## src/oss_pkg.sv

```systemverilog
// Constants, field layouts and carrier types of the oscillator source switch
package oss_pkg;

  // ----------------------------------------------------------------
  // Timing
  // ----------------------------------------------------------------
  localparam int unsigned MCLK_HZ = 50_000_000;
  localparam int unsigned INT_OSC_HZ = 4_000_000;
  localparam logic [3:0] INT_HALF_CYC = 4'(MCLK_HZ / (2 * INT_OSC_HZ));
  localparam logic [3:0] TRIM_CENTER = 4'h2;
  localparam logic [1:0] EDGES_TO_SWITCH = 2'h2;

  // ----------------------------------------------------------------
  // Register map and fields
  // ----------------------------------------------------------------
  localparam logic [7:0] OFF_CFG = 8'h00;
  localparam logic [7:0] OFF_STAT = 8'h04;
  localparam logic [7:0] OFF_TRIM = 8'h08;
  localparam int CFG_SEL_LSB = 0;
  localparam int CFG_AUXEN_BIT = 2;
  localparam int STAT_REQ_BIT = 0;
  localparam int STAT_ENG_BIT = 1;
  localparam logic [7:0] TRIM_RST = 8'h80;
  localparam int SY_PIN = 0;
  localparam int SY_RC = 1;
  localparam int SY_XTAL = 2;

  // ----------------------------------------------------------------
  // Types
  // ----------------------------------------------------------------
  typedef enum logic [1:0] {SRC_INT, SRC_EXT, SRC_RC, SRC_XTAL} oss_src_t;
  typedef enum logic [1:0] {SW_INT, SW_CHECK, SW_SWITCH, SW_ENGAGED} oss_phase_t;

  typedef struct packed {
    logic full;
    logic half;
  } oss_clk_t;

  typedef struct packed {
    logic auxOut;
    logic auxOe;
    logic portFn;
    logic osc1ClkIn;
  } oss_pins_t;

  typedef struct packed {
    logic [2:0] sync1;
    logic [2:0] sync2;
    logic prevExt;
    logic [3:0] intCnt;
    logic internal_osc_clock;
    logic intRun;
    oss_src_t srcSel;
    logic auxOutEn;
    logic external_clock_request;
    logic external_clock_engaged;
    logic [7:0] trim;
    oss_src_t engSrc;
    oss_phase_t phase;
    logic [1:0] edgeCnt;
    oss_clk_t clk;
    oss_pins_t pins;
    logic pready;
    logic pslverr;
    logic [31:0] prdata;
  } oss_state_t;

  localparam oss_state_t OSS_STATE_RST = '{
    trim: TRIM_RST, intRun: 1'b1, srcSel: SRC_INT, engSrc: SRC_INT,
    phase: SW_INT, default: '0};

endpackage

```

## src/oss_source_switch.sv

```systemverilog
// Oscillator source selection, glitch-free switch to external clock, clock outputs and aux pin control
// Contract
// - Select field: 00 internal, 01 external clock, 10 RC, 11 crystal.
// - External source selected: input pin becomes clock input; crystal also takes aux pin.
// - After request, count two external rising edges before switching.
// - Changeover from internal to external is glitch free.
// - Set engaged status first, then stop internal oscillator.
// - Only reset restarts internal oscillator; no fallback if external clock fails.
// - External clock: pin clock is full rate, divided by two for half rate.
// - External clock: aux pin is port bit four; aux clock enable ignored.
// - Crystal: aux pin is inverted amplifier output; aux clock enable ignored.
// - Internal or RC: aux enable 0 gives port bit, 1 outputs full rate clock.
// - Oscillator run enable gates whichever oscillator is in use.
// - Full rate clock equals selected source clock, sent to integration unit.
// - Half rate clock is half of full rate.
// - Internal oscillator nominal 4.0 MHz, adjustable by trim.
// - Wait mode leaves oscillator logic and both clocks running.
// - Stop mode disables the source, stopping both clock outputs.
// - Break state keeps both clock outputs running.
// - Reset clears request bit; request ignored in monitor bypass mode.
// - Engaged status is read-only: 1 when external source drives system clock.
//
// The APB register port and the register addresses were left to the implementer.
`timescale 1ns/1ps
`default_nettype none

module oss_source_switch
  import oss_pkg::*;
(
  // Clock and reset
  input wire logic mclk,
  input wire logic rst,
  // APB slave
  input wire logic psel,
  input wire logic penable,
  input wire logic pwrite,
  input wire logic [7:0] paddr,
  input wire logic [31:0] pwdata,
  output logic [31:0] prdata,
  output logic pready,
  output logic pslverr,
  // From integration unit, same clock
  input wire logic oscRunEnable,
  input wire logic stopMode,
  input wire logic monitorBypass,
  // Asynchronous source levels
  input wire logic oscInPin,
  input wire logic crystal_clock,
  input wire logic resistor_cap_clock,
  // Clock and pin outputs
  output oss_clk_t clkOut,
  output oss_pins_t pinCtl
);

  // ----------------------------------------------------------------
  // Decode
  // ----------------------------------------------------------------
  function automatic logic isMapped(input logic [7:0] addr);
    isMapped = (addr == OFF_CFG) || (addr == OFF_STAT) || (addr == OFF_TRIM);
  endfunction

  oss_state_t st_ff;
  oss_state_t nxt_st;

  logic [1:0] watchSrc;
  logic extLvl;
  logic extRise;
  logic runEn;
  logic curLvl;
  logic [3:0] halfPer;
  logic reqValid;
  logic apbAccess;
  logic apbDone;

  // ----------------------------------------------------------------
  // Next state
  // ----------------------------------------------------------------
  always_comb begin
    nxt_st = st_ff;
    // Two-stage synchronisers; only stage two is used
    nxt_st.sync1 = {crystal_clock, resistor_cap_clock, oscInPin};
    nxt_st.sync2 = st_ff.sync1;
    // Before the request the watched source follows the select field
    watchSrc = (st_ff.phase == SW_INT) ? st_ff.srcSel : st_ff.engSrc;
    case (watchSrc)
      SRC_EXT: extLvl = st_ff.sync2[SY_PIN];
      SRC_RC: extLvl = st_ff.sync2[SY_RC];
      SRC_XTAL: extLvl = st_ff.sync2[SY_XTAL];
      default: extLvl = 1'b0;
    endcase
    extRise = extLvl & ~st_ff.prevExt;
    nxt_st.prevExt = extLvl;
    // Only run enable and stop gate the source; wait and break have no effect
    runEn = oscRunEnable & ~stopMode;
    reqValid = st_ff.external_clock_request & ~monitorBypass;

    // Internal oscillator; trim stretches or shortens the half period
    halfPer = INT_HALF_CYC - TRIM_CENTER + {2'h0, st_ff.trim[7:6]};
    if (st_ff.intRun && runEn) begin
      if (st_ff.intCnt >= halfPer - 4'h1) begin
        nxt_st.intCnt = 4'h0;
        nxt_st.internal_osc_clock = ~st_ff.internal_osc_clock;
      end else begin
        nxt_st.intCnt = st_ff.intCnt + 4'h1;
      end
    end else begin
      nxt_st.intCnt = 4'h0;
      nxt_st.internal_osc_clock = 1'b0;
    end

    // Switch sequencer
    case (st_ff.phase)
      SW_INT: begin
        nxt_st.edgeCnt = 2'h0;
        if (reqValid && st_ff.srcSel != SRC_INT) begin
          nxt_st.engSrc = st_ff.srcSel;
          nxt_st.phase = SW_CHECK;
        end
      end
      SW_CHECK: begin
        if (!reqValid) begin
          nxt_st.phase = SW_INT;
        end else if (extRise) begin
          nxt_st.edgeCnt = st_ff.edgeCnt + 2'h1;
          if (st_ff.edgeCnt + 2'h1 == EDGES_TO_SWITCH) begin
            nxt_st.phase = SW_SWITCH;
          end
        end
      end
      SW_SWITCH: begin
        // Hand over only while both clocks are low, so no runt pulse
        if (!st_ff.internal_osc_clock && !extLvl) begin
          nxt_st.external_clock_engaged = 1'b1;
          nxt_st.phase = SW_ENGAGED;
        end
      end
      SW_ENGAGED: begin
        // No clock monitor: stays external until reset
        nxt_st.intRun = 1'b0;
      end
      default: nxt_st.phase = SW_INT;
    endcase

    // Clock outputs
    curLvl = st_ff.external_clock_engaged ? extLvl : st_ff.internal_osc_clock;
    nxt_st.clk.full = curLvl & runEn;
    if (nxt_st.clk.full && !st_ff.clk.full) begin
      nxt_st.clk.half = ~st_ff.clk.half;
    end

    // Pin functions
    nxt_st.pins.osc1ClkIn = (st_ff.srcSel != SRC_INT);
    case (st_ff.srcSel)
      SRC_XTAL: begin
        nxt_st.pins.auxOut = ~st_ff.sync2[SY_PIN];
        nxt_st.pins.auxOe = 1'b1;
        nxt_st.pins.portFn = 1'b0;
      end
      SRC_EXT: begin
        nxt_st.pins.auxOut = 1'b0;
        nxt_st.pins.auxOe = 1'b0;
        nxt_st.pins.portFn = 1'b1;
      end
      default: begin
        nxt_st.pins.auxOut = st_ff.auxOutEn & curLvl & runEn;
        nxt_st.pins.auxOe = st_ff.auxOutEn;
        nxt_st.pins.portFn = ~st_ff.auxOutEn;
      end
    endcase

    // APB: one wait state, answer on the second access cycle
    apbAccess = psel & penable & ~st_ff.pready;
    apbDone = psel & penable & st_ff.pready;
    nxt_st.pready = apbAccess;
    nxt_st.pslverr = apbAccess & ~isMapped(paddr);
    nxt_st.prdata = 32'h0000_0000;
    if (apbAccess && !pwrite) begin
      case (paddr)
        OFF_CFG: begin
          nxt_st.prdata[CFG_SEL_LSB +: 2] = st_ff.srcSel;
          nxt_st.prdata[CFG_AUXEN_BIT] = st_ff.auxOutEn;
        end
        OFF_STAT: begin
          nxt_st.prdata[STAT_REQ_BIT] = st_ff.external_clock_request;
          nxt_st.prdata[STAT_ENG_BIT] = st_ff.external_clock_engaged;
        end
        OFF_TRIM: nxt_st.prdata[7:0] = st_ff.trim;
        default: nxt_st.prdata = 32'h0000_0000;
      endcase
    end
    if (apbDone && pwrite) begin
      case (paddr)
        OFF_CFG: begin
          nxt_st.srcSel = oss_src_t'(pwdata[CFG_SEL_LSB +: 2]);
          nxt_st.auxOutEn = pwdata[CFG_AUXEN_BIT];
        end
        OFF_STAT: nxt_st.external_clock_request = pwdata[STAT_REQ_BIT];
        OFF_TRIM: nxt_st.trim = pwdata[7:0];
        default: nxt_st.trim = st_ff.trim;
      endcase
    end
  end

  // ----------------------------------------------------------------
  // State register
  // ----------------------------------------------------------------
  always_ff @(posedge mclk) begin
    if (rst) begin
      st_ff <= OSS_STATE_RST;
    end else begin
      st_ff <= nxt_st;
    end
  end

  assign prdata = st_ff.prdata;
  assign pready = st_ff.pready;
  assign pslverr = st_ff.pslverr;
  assign clkOut = st_ff.clk;
  assign pinCtl = st_ff.pins;
endmodule

`default_nettype wire

```

## config.mk

```make
export PLATFORM = sky130hd
export DESIGN_NAME = oss_source_switch
export DESIGN_NICKNAME = d
export VERILOG_FILES = /design/src/oss_pkg.sv /design/src/oss_source_switch.sv
export SDC_FILE = /design/constraint.sdc
export NUM_CORES = 1
export LEC_CHECK = 0
export BUFFER_PORTS_ARGS = -buffer_cell sky130_fd_sc_hd__buf_2
export CELL_PAD_IN_SITES_DETAIL_PLACEMENT = 1
export CELL_PAD_IN_SITES_GLOBAL_PLACEMENT = 1
export CORE_AREA = 2 2 106 77
export DETAILED_ROUTE_END_ITERATION = 6
export DIE_AREA = 0 0 108 79
export GPL_TIMING_DRIVEN = 0
export PLACE_DENSITY = 0.7
export SKIP_CTS_REPAIR_TIMING = 1
export SLEW_MARGIN = 30
export SYNTH_ARGS = -nofsm -noshare
export SYNTH_HDL_FRONTEND = slang
export SYNTH_SLANG_ARGS = --single-unit
```

## constraint.sdc

```tcl
create_clock -name mclk -period 2.3 [get_ports mclk]
set_clock_uncertainty 0.15 [all_clocks]
set_input_delay 0.23 -clock mclk [delete_from_list [all_inputs] [get_ports mclk]]
set_output_delay 0.23 -clock mclk [all_outputs]
set_load 0.02 [all_outputs]
```

==> key figures, run 1 <==
Pwr
  – Power after layout: ~1.5 mW
  – PwrDens: 516 nW/um2
  – Pleak: 1.46 nW
  – Switching pwr: 388 uW
  – Sequential Power Share: 0.549
  – Clock Power Share: 0.357
  – Combinational Power Share: 0.094
  – Worst VDD drop: just under 0.2 mV
  – P_int: 1.14 mW
  – Switching Fraction: 0.253

Clocking
  – CTS root buffer: clkbuf_8
  – Sinks on Clock Net: 48
  – Clk slew on worst S/H paths: approximately 0.090 ns
  – CTS tree: yes
  – Inserted Clock Buffers: 5
  – H-tree levels: 2
  – Clk_lat worst skew: around 0.32 ns
  – Maximum buffer depth of the clock tree: 2

Die
  – Die H: ~79 um
  – Initial Util: 0.308
  – # rows: 27
  – Die Area: 8530 um2
  – Die X: 108 um
  – Core area: around 7600 um2
  – I/O pin count: 91

Detailed routing
  – Via count: 1809
  – WL final: 5350 um
  – ANT nets after route: 0
  – Avg WL per Cell: 12.4 um
  – Detailed Route Iter0 Violations: 22
  – DRC: 0
  – DR pass1 iterations: 4
  – Vias per std cell: 4.19

Run status
  – Failing checks: negative hold slack
  – Status: complete, but fails checks

STA
  – Headroom to the max-slew limit: 0.570
  – Post-layout min period: 2.22 ns
  – Max frequency: 0.451 GHz
  – Fin crit share: 0.964
  – Max-slew violation count: 0
  – RSZ-0062 raised after global routing: false
  – Hold Violations, Final: 2
  – Worst slew pin tran: 0.645 ns
  – Worst Hold Margin: -0.00814 ns
  – Fin worst setup slack: 0.0837 ns
  – Endpoints failing setup: 0

Worst setup path
  – Crit path capture type: flop
  – WS Path Type: reg -> reg
  – Critical path's slowest cell: dfxtp_4
  – Worst-path cell chain: inv_1 > ha_1 > buf_6 > mux2i_1 > and2_4 > o21a_4 > a221oi_4 > mux2_2
  – Critical Path RT: approximately 2.4 ns
  – Startpoint class of the critical path: flop
  – CP Max Fanout: 8
  – Max incr delay on CP: 0.37 ns
  – Worst EP arrival: between 2 and 2.5 ns

Global routing
  – All-Layer GR Usage: 0.130
  – Largest net degree at the start of global routing: 16
  – Grt total ovfl: 0
  – First-pass GRT wire length: 8500 um
  – Initial antenna violation count: 0
  – Vias in the first global route: 1763

Flow run
  – Max Cap Viol: 0

Cells and area
  – Fraction of layout cells with a size suffix above 1: 0.335
  – Antenna Cells: 0
  – Area Growth Syn to Fin: 26.8%
  – Most frequent cells in the layout: 46 x dfxtp_1, 42 x buf_2, 41 x buf_4, 32 x nor2_1, 24 x conb_1
  – End-of-flow core utilization: 0.390
  – Final nets: 392
  – Most common cell after layout, fill and taps aside: dfxtp_1

Logic synthesis
  – Yosys warnings: 0
  – Gate Count Post-Synth: 254
  – Flops & latches, synth: 48
  – Post-synth EDFFs: 0
  – Leading area contributor after synthesis: dfxtp_1
  – Top FF cell, synth: dfxtp_1
  – Synth async-reset ratio: 0
  – Dominant cells by area after synthesis: dfxtp_1 41%, buf_4 13%, mux2i_1 6.8%, ha_1 5.9%, nor2_1 5.1%
  – Netlist cell types: 41
  – Area share of the largest cell type after synthesis: 0.410
  – Syn avg cell area: 9.22 um2
  – Synth Cell Area: 2340 um2
  – Sequential cell area fraction in the yosys report: 0.410

Place
  – Dpl ws: -0.189 ns
  – Port bufs: 41
  – Post-DP HPWL: approximately 4100 um
  – Placer Congestion: 0.784

Worst hold path
  – Min-Delay Path Class: in -> reg
==> per-layer routing <==
layer / vias to the layer above / share of wire / global-route usage / wire length (um)
li1: 926 / - / - / -
met1: 839 / 0.47 / 0.168 / 2530
met2: 39 / 0.47 / 0.218 / 2490
met3: 5 / 0.055 / 0.0328 / 294
met4: 0 / 0.0071 / 0.0308 / 38
met5: - / 0 / 0 / 0
==> cells by family after synthesis <==
logic type,after synthesis,synth area share
AND/OR/NAND/NOR,85,0.192
other,1,0.00160
adder cells (fa/ha/maj),11,0.0588
multiplexers,20,0.0877
flip-flops,48,0.410
AO/OA/AOI/OAI,28,0.0802
buffers and inverters,58,0.158
XOR/XNOR,3,0.0112
==> worst max-delay path: cells and delay by family (launching register included) <==
kind,cells,cell delay [ns]
AO/OA/AOI/OAI,2,0.52
adder cells (fa/ha/maj),1,0.20
buffers and inverters,2,0.21
flip-flops,1,0.37
multiplexers,2,0.48
AND/OR/NAND/NOR,1,0.18
==> Yosys cell counts (6+ instances only) <==
cell and count:
dfxtp_1 48, buf_4 40, nor2_1 32, mux2i_1 16
nand2_1 15, inv_1 12, ha_1 11, a21oi_1 10
nor2b_1 10, and2_1 7, nand2b_1 6
==> state kept, by name, summed over array words and instances (netlist names) <==
name and flops:
st_ff 29, prdata 8, pinCtl 4, nxt_st 3, clkOut 2, pready 1
pslverr 1
==> metrics by stage <==
stage / std cells / hold slack (ns) / area (um2) / setup TNS (ns)
final: 432 / -0.00814 / 2970 / 0
after global routing: 432 / -0.00564 / 2970 / 0
after CTS: 427 / -0.0256 / 2860 / -0.288
after detailed placement: 419 / 0.274 / 2760 / -0.245
after global placement: 419 / 0.271 / 2760 / -0.0880
after floorplan: 277 / 0.159 / 2430 / 0
==> power groups by stage <==
stage / clock (mW) / sequential, mW / combinational, mW
2_1_floorplan: 0 / 0.862 / 0.0973
3_3_place_gp: 0 / 0.861 / 0.136
3_5_place_dp: 0 / 0.862 / 0.139
4_1_cts: 0.564 / 0.842 / 0.139
5_1_grt: 0.600 / 0.842 / 0.157
6_report: 0.546 / 0.841 / 0.144
==> path summary, 6_finish.rpt <==
check / cells past startpoint / slack (ns) / from / end
worst min register to register: 1 / 0.29 / nxt_st[68] / st_ff[68]
worst min-delay path: 3 / -0.008 / pwdata[5] / st_ff[51]
worst max-delay path: 8 / 0.08 / st_ff[42] / st_ff[42]
worst max register to register: 8 / 0.08 / st_ff[42] / st_ff[42]
==> area by class of cell <==
| class | count | area, um2 |
|---|---|---|
| fillers | 920 | 4630 |
| multi-input cells | 171 | 1150 |
| flip-flops and latches | 48 | 966 |
| plain buffers | 46 | 329 |
| repair buffers | 46 | 250 |
| well taps | 101 | 126 |
| clock buffers | 6 | 82.6 |
| inverters | 12 | 45.0 |
| clock inverters | 2 | 15.0 |
(Power assumes the default switching activity.)
==> run 2, diff against run 1 <==
--- a/config.mk
+++ b/config.mk
@@ -9,6 +9,7 @@
 export CELL_PAD_IN_SITES_DETAIL_PLACEMENT = 1
 export CELL_PAD_IN_SITES_GLOBAL_PLACEMENT = 1
 export CORE_AREA = 2 2 106 77
+export CTS_CLUSTER_SIZE = 40
 export DETAILED_ROUTE_END_ITERATION = 6
 export DIE_AREA = 0 0 108 79
 export GPL_TIMING_DRIVEN = 0
==> constraint.sdc (replaced) <==
create_clock -name mclk -period 2.3 [get_ports mclk]
set_clock_uncertainty 0.15 [all_clocks]
set_input_delay 0.46 -clock mclk [delete_from_list [all_inputs] [get_ports mclk]]
set_output_delay 0.46 -clock mclk [all_outputs]
set_load 0.02 [all_outputs]
==> run 2 against run 1 <==
Against the previous run:
- the flow now finishes without violations
- first-iteration DRC count is 27% higher
- worst setup slack is essentially flat
- non-clock buffer count decreased by 3
- critical path depth did not move
- core utilization fell by 0.40 points
- combinational power hardly changed
- power down 0.19%
- global-route usage did not move
- cell area down 1.0%
- routed wire length barely moved
- final cell count fell by 0.69%
- critical path type unchanged
- largest cell class unchanged
- highest routed layer unchanged
==> key figures, run 2 (synthesis results as in run 1) <==
Run status
  – Status: finished, final reports clean

Global routing
  – First-pass GRT wire length: 8500 um (unchanged)
  – Initial antenna violation count: 0 (unchanged)
  – Largest net degree at the start of global routing: 16 (unchanged)
  – Vias in the first global route: 1763 (unchanged)
  – Grt total ovfl: 0 (unchanged)
  – All-Layer GR Usage: 0.130 (unchanged)

Cells and area
  – Most common cell after layout, fill and taps aside: dfxtp_1
  – Footprint of the multi-input gates: 1150 um2 (unchanged)
  – End-of-flow core utilization: 0.387 (-0.00395)
  – Fin area: 2940 um2 (-1.0%)
  – Fraction of layout cells with a size suffix above 1: 0.338 (+0.00307)
  – Antenna Cells: 0 (unchanged)
  – Largest Register: st_ff
  – Fill cell count: 921 (+0.11%)
  – Largest register FFs: 29 (unchanged)
  – Final nets: 389 (-0.77%)
  – Area Growth Syn to Fin: 25.5%
  – Non-filler cells, final: 429 (-0.69%)
  – FF/Latch Area: 966 um2 (unchanged)
  – Most frequent cells in the layout: 46 x dfxtp_1, 42 x buf_2, 41 x buf_4, 32 x nor2_1, 24 x conb_1

Pwr
  – Pleak: 1.45 nW (-0.86%)
  – Worst VDD drop: 0.198 mV (+0.82%)
  – Power after layout: 1.53 mW (-0.19%)
  – PwrDens: 520 nW/um2 (+0.83%)

Worst setup path
  – WS Path Type: reg -> reg
  – Worst EP arrival: 2.27 ns (about the same)
  – CP Max Fanout: 8 (unchanged)
  – Startpoint class of the critical path: flop
  – Critical Path RT: 2.35 ns (about the same)
  – Crit path capture type: flop

STA
  – RSZ-0062 raised after global routing: false
  – Post-layout min period: 2.22 ns (+0.000267 ns)
  – Worst slew pin tran: 0.646 ns (+0.000750 ns)
  – Headroom to the max-slew limit: 0.569 (about the same)
  – Max frequency: 0.451 GHz (about the same)
  – Fin worst setup slack: 0.0834 ns (-0.000267 ns)
  – Max-slew violation count: 0 (unchanged)
  – Fin crit share: 0.964 (about the same)
  – Hold Violations, Final: 0 (-2)
  – Endpoints failing setup: 0 (unchanged)

Detailed routing
  – Avg WL per Cell: 12.5 um (+0.66%)
  – Via count: 1817 (+0.44%)
  – DR pass1 iterations: 4 (unchanged)
  – ANT nets after route: 0 (unchanged)
  – Vias per std cell: 4.24 (+1.1%)
  – Detailed Route Iter0 Violations: 28 (+27%)
  – DRC: 0 (unchanged)
  – WL final: 5350 um (about the same)

Clocking
  – Inserted Clock Buffers: 5 (unchanged)
  – H-tree levels: 2 (unchanged)
  – CTS root buffer: clkbuf_8
  – Clk_lat worst skew: 0.32 ns (about the same)
  – Maximum buffer depth of the clock tree: 2 (unchanged)
  – CTS tree: yes
  – Clk slew on worst S/H paths: 0.09 ns (about the same)
  – Sinks on Clock Net: 48 (unchanged)

Worst hold path
  – Min-Delay Path Class: in -> reg

Place
  – Dpl ws: -0.189 ns (unchanged)
  – Port bufs: 41 (unchanged)
  – Placed cells: 419 (unchanged)
  – Placer Congestion: 0.784 (unchanged)
  – Post-DP HPWL: 4130 um (unchanged)
  – Area after DPL: 2760 um2 (unchanged)

Die
  – Die Area: 8530 um2 (unchanged)
  – I/O pin count: 91 (unchanged)
  – # rows: 27 (unchanged)
  – Core area: 7600 um2 (unchanged)
  – Initial Util: 0.308 (unchanged)
  – Die X: 108 um (unchanged)
  – Die H: 79 um (unchanged)

Flow run
  – Max Cap Viol: 0 (unchanged)
run 2: changes by cell type in the layout (fill, tap and decap cells not counted):
cell	previous run	this run
dlygate4sd3_1	3	0
run 2: final cells by class:
class | count | share of cell area
multi-input combinational | 171 | 0.393
sequential | 48 | 0.329
timing repair buffer | 43 | 0.0750
inverter | 12 | 0.0153
clock inverter | 2 | 0.00511
buffer | 46 | 0.112
tap | 101 | 0.0430
clock buffer | 6 | 0.0281
run 2: stage by stage:
stage	TNS (ns)	hold slack [ns]
after CTS	-0.288	0.204
after detailed placement	-0.245	0.274
after floorplan	0	0.264
final	0	0.200
after global routing	0	0.195
after global placement	-0.0880	0.271
run 2: final timing paths:
path,endpoint,slack [ns],start,cells past startpoint
max,st_ff[42],0.08,st_ff[42],8
min,nxt_st[66],0.20,oscInPin,2
max reg2reg,st_ff[42],0.08,st_ff[42],8
min reg2reg,st_ff[68],0.29,nxt_st[68],1
run 2: metal layers:
metal / track usage / routed length [um] / share of wire
met5: 0 / 0 / 0
met4: 0.0308 / 37 / 0.0069
met3: 0.0328 / 304 / 0.057
met2: 0.218 / 2490 / 0.47
met1: 0.168 / 2520 / 0.47
run 2: power by group:
group / switching, mW / internal [mW] / total (mW)
registers: 0.00354 / 0.837 / 0.841
clock network: 0.303 / 0.244 / 0.547
logic: 0.0814 / 0.0591 / 0.141
total: 0.388 / 1.14 / 1.53
run 2: critical path, cell delays in order, from the launching register on:
cell and delay [ns]:
dfxtp_4 0.37, inv_1 0.07, ha_1 0.20, buf_6 0.14, mux2i_1 0.12, and2_4 0.18, o21a_4 0.22, a221oi_4 0.30
mux2_2 0.36
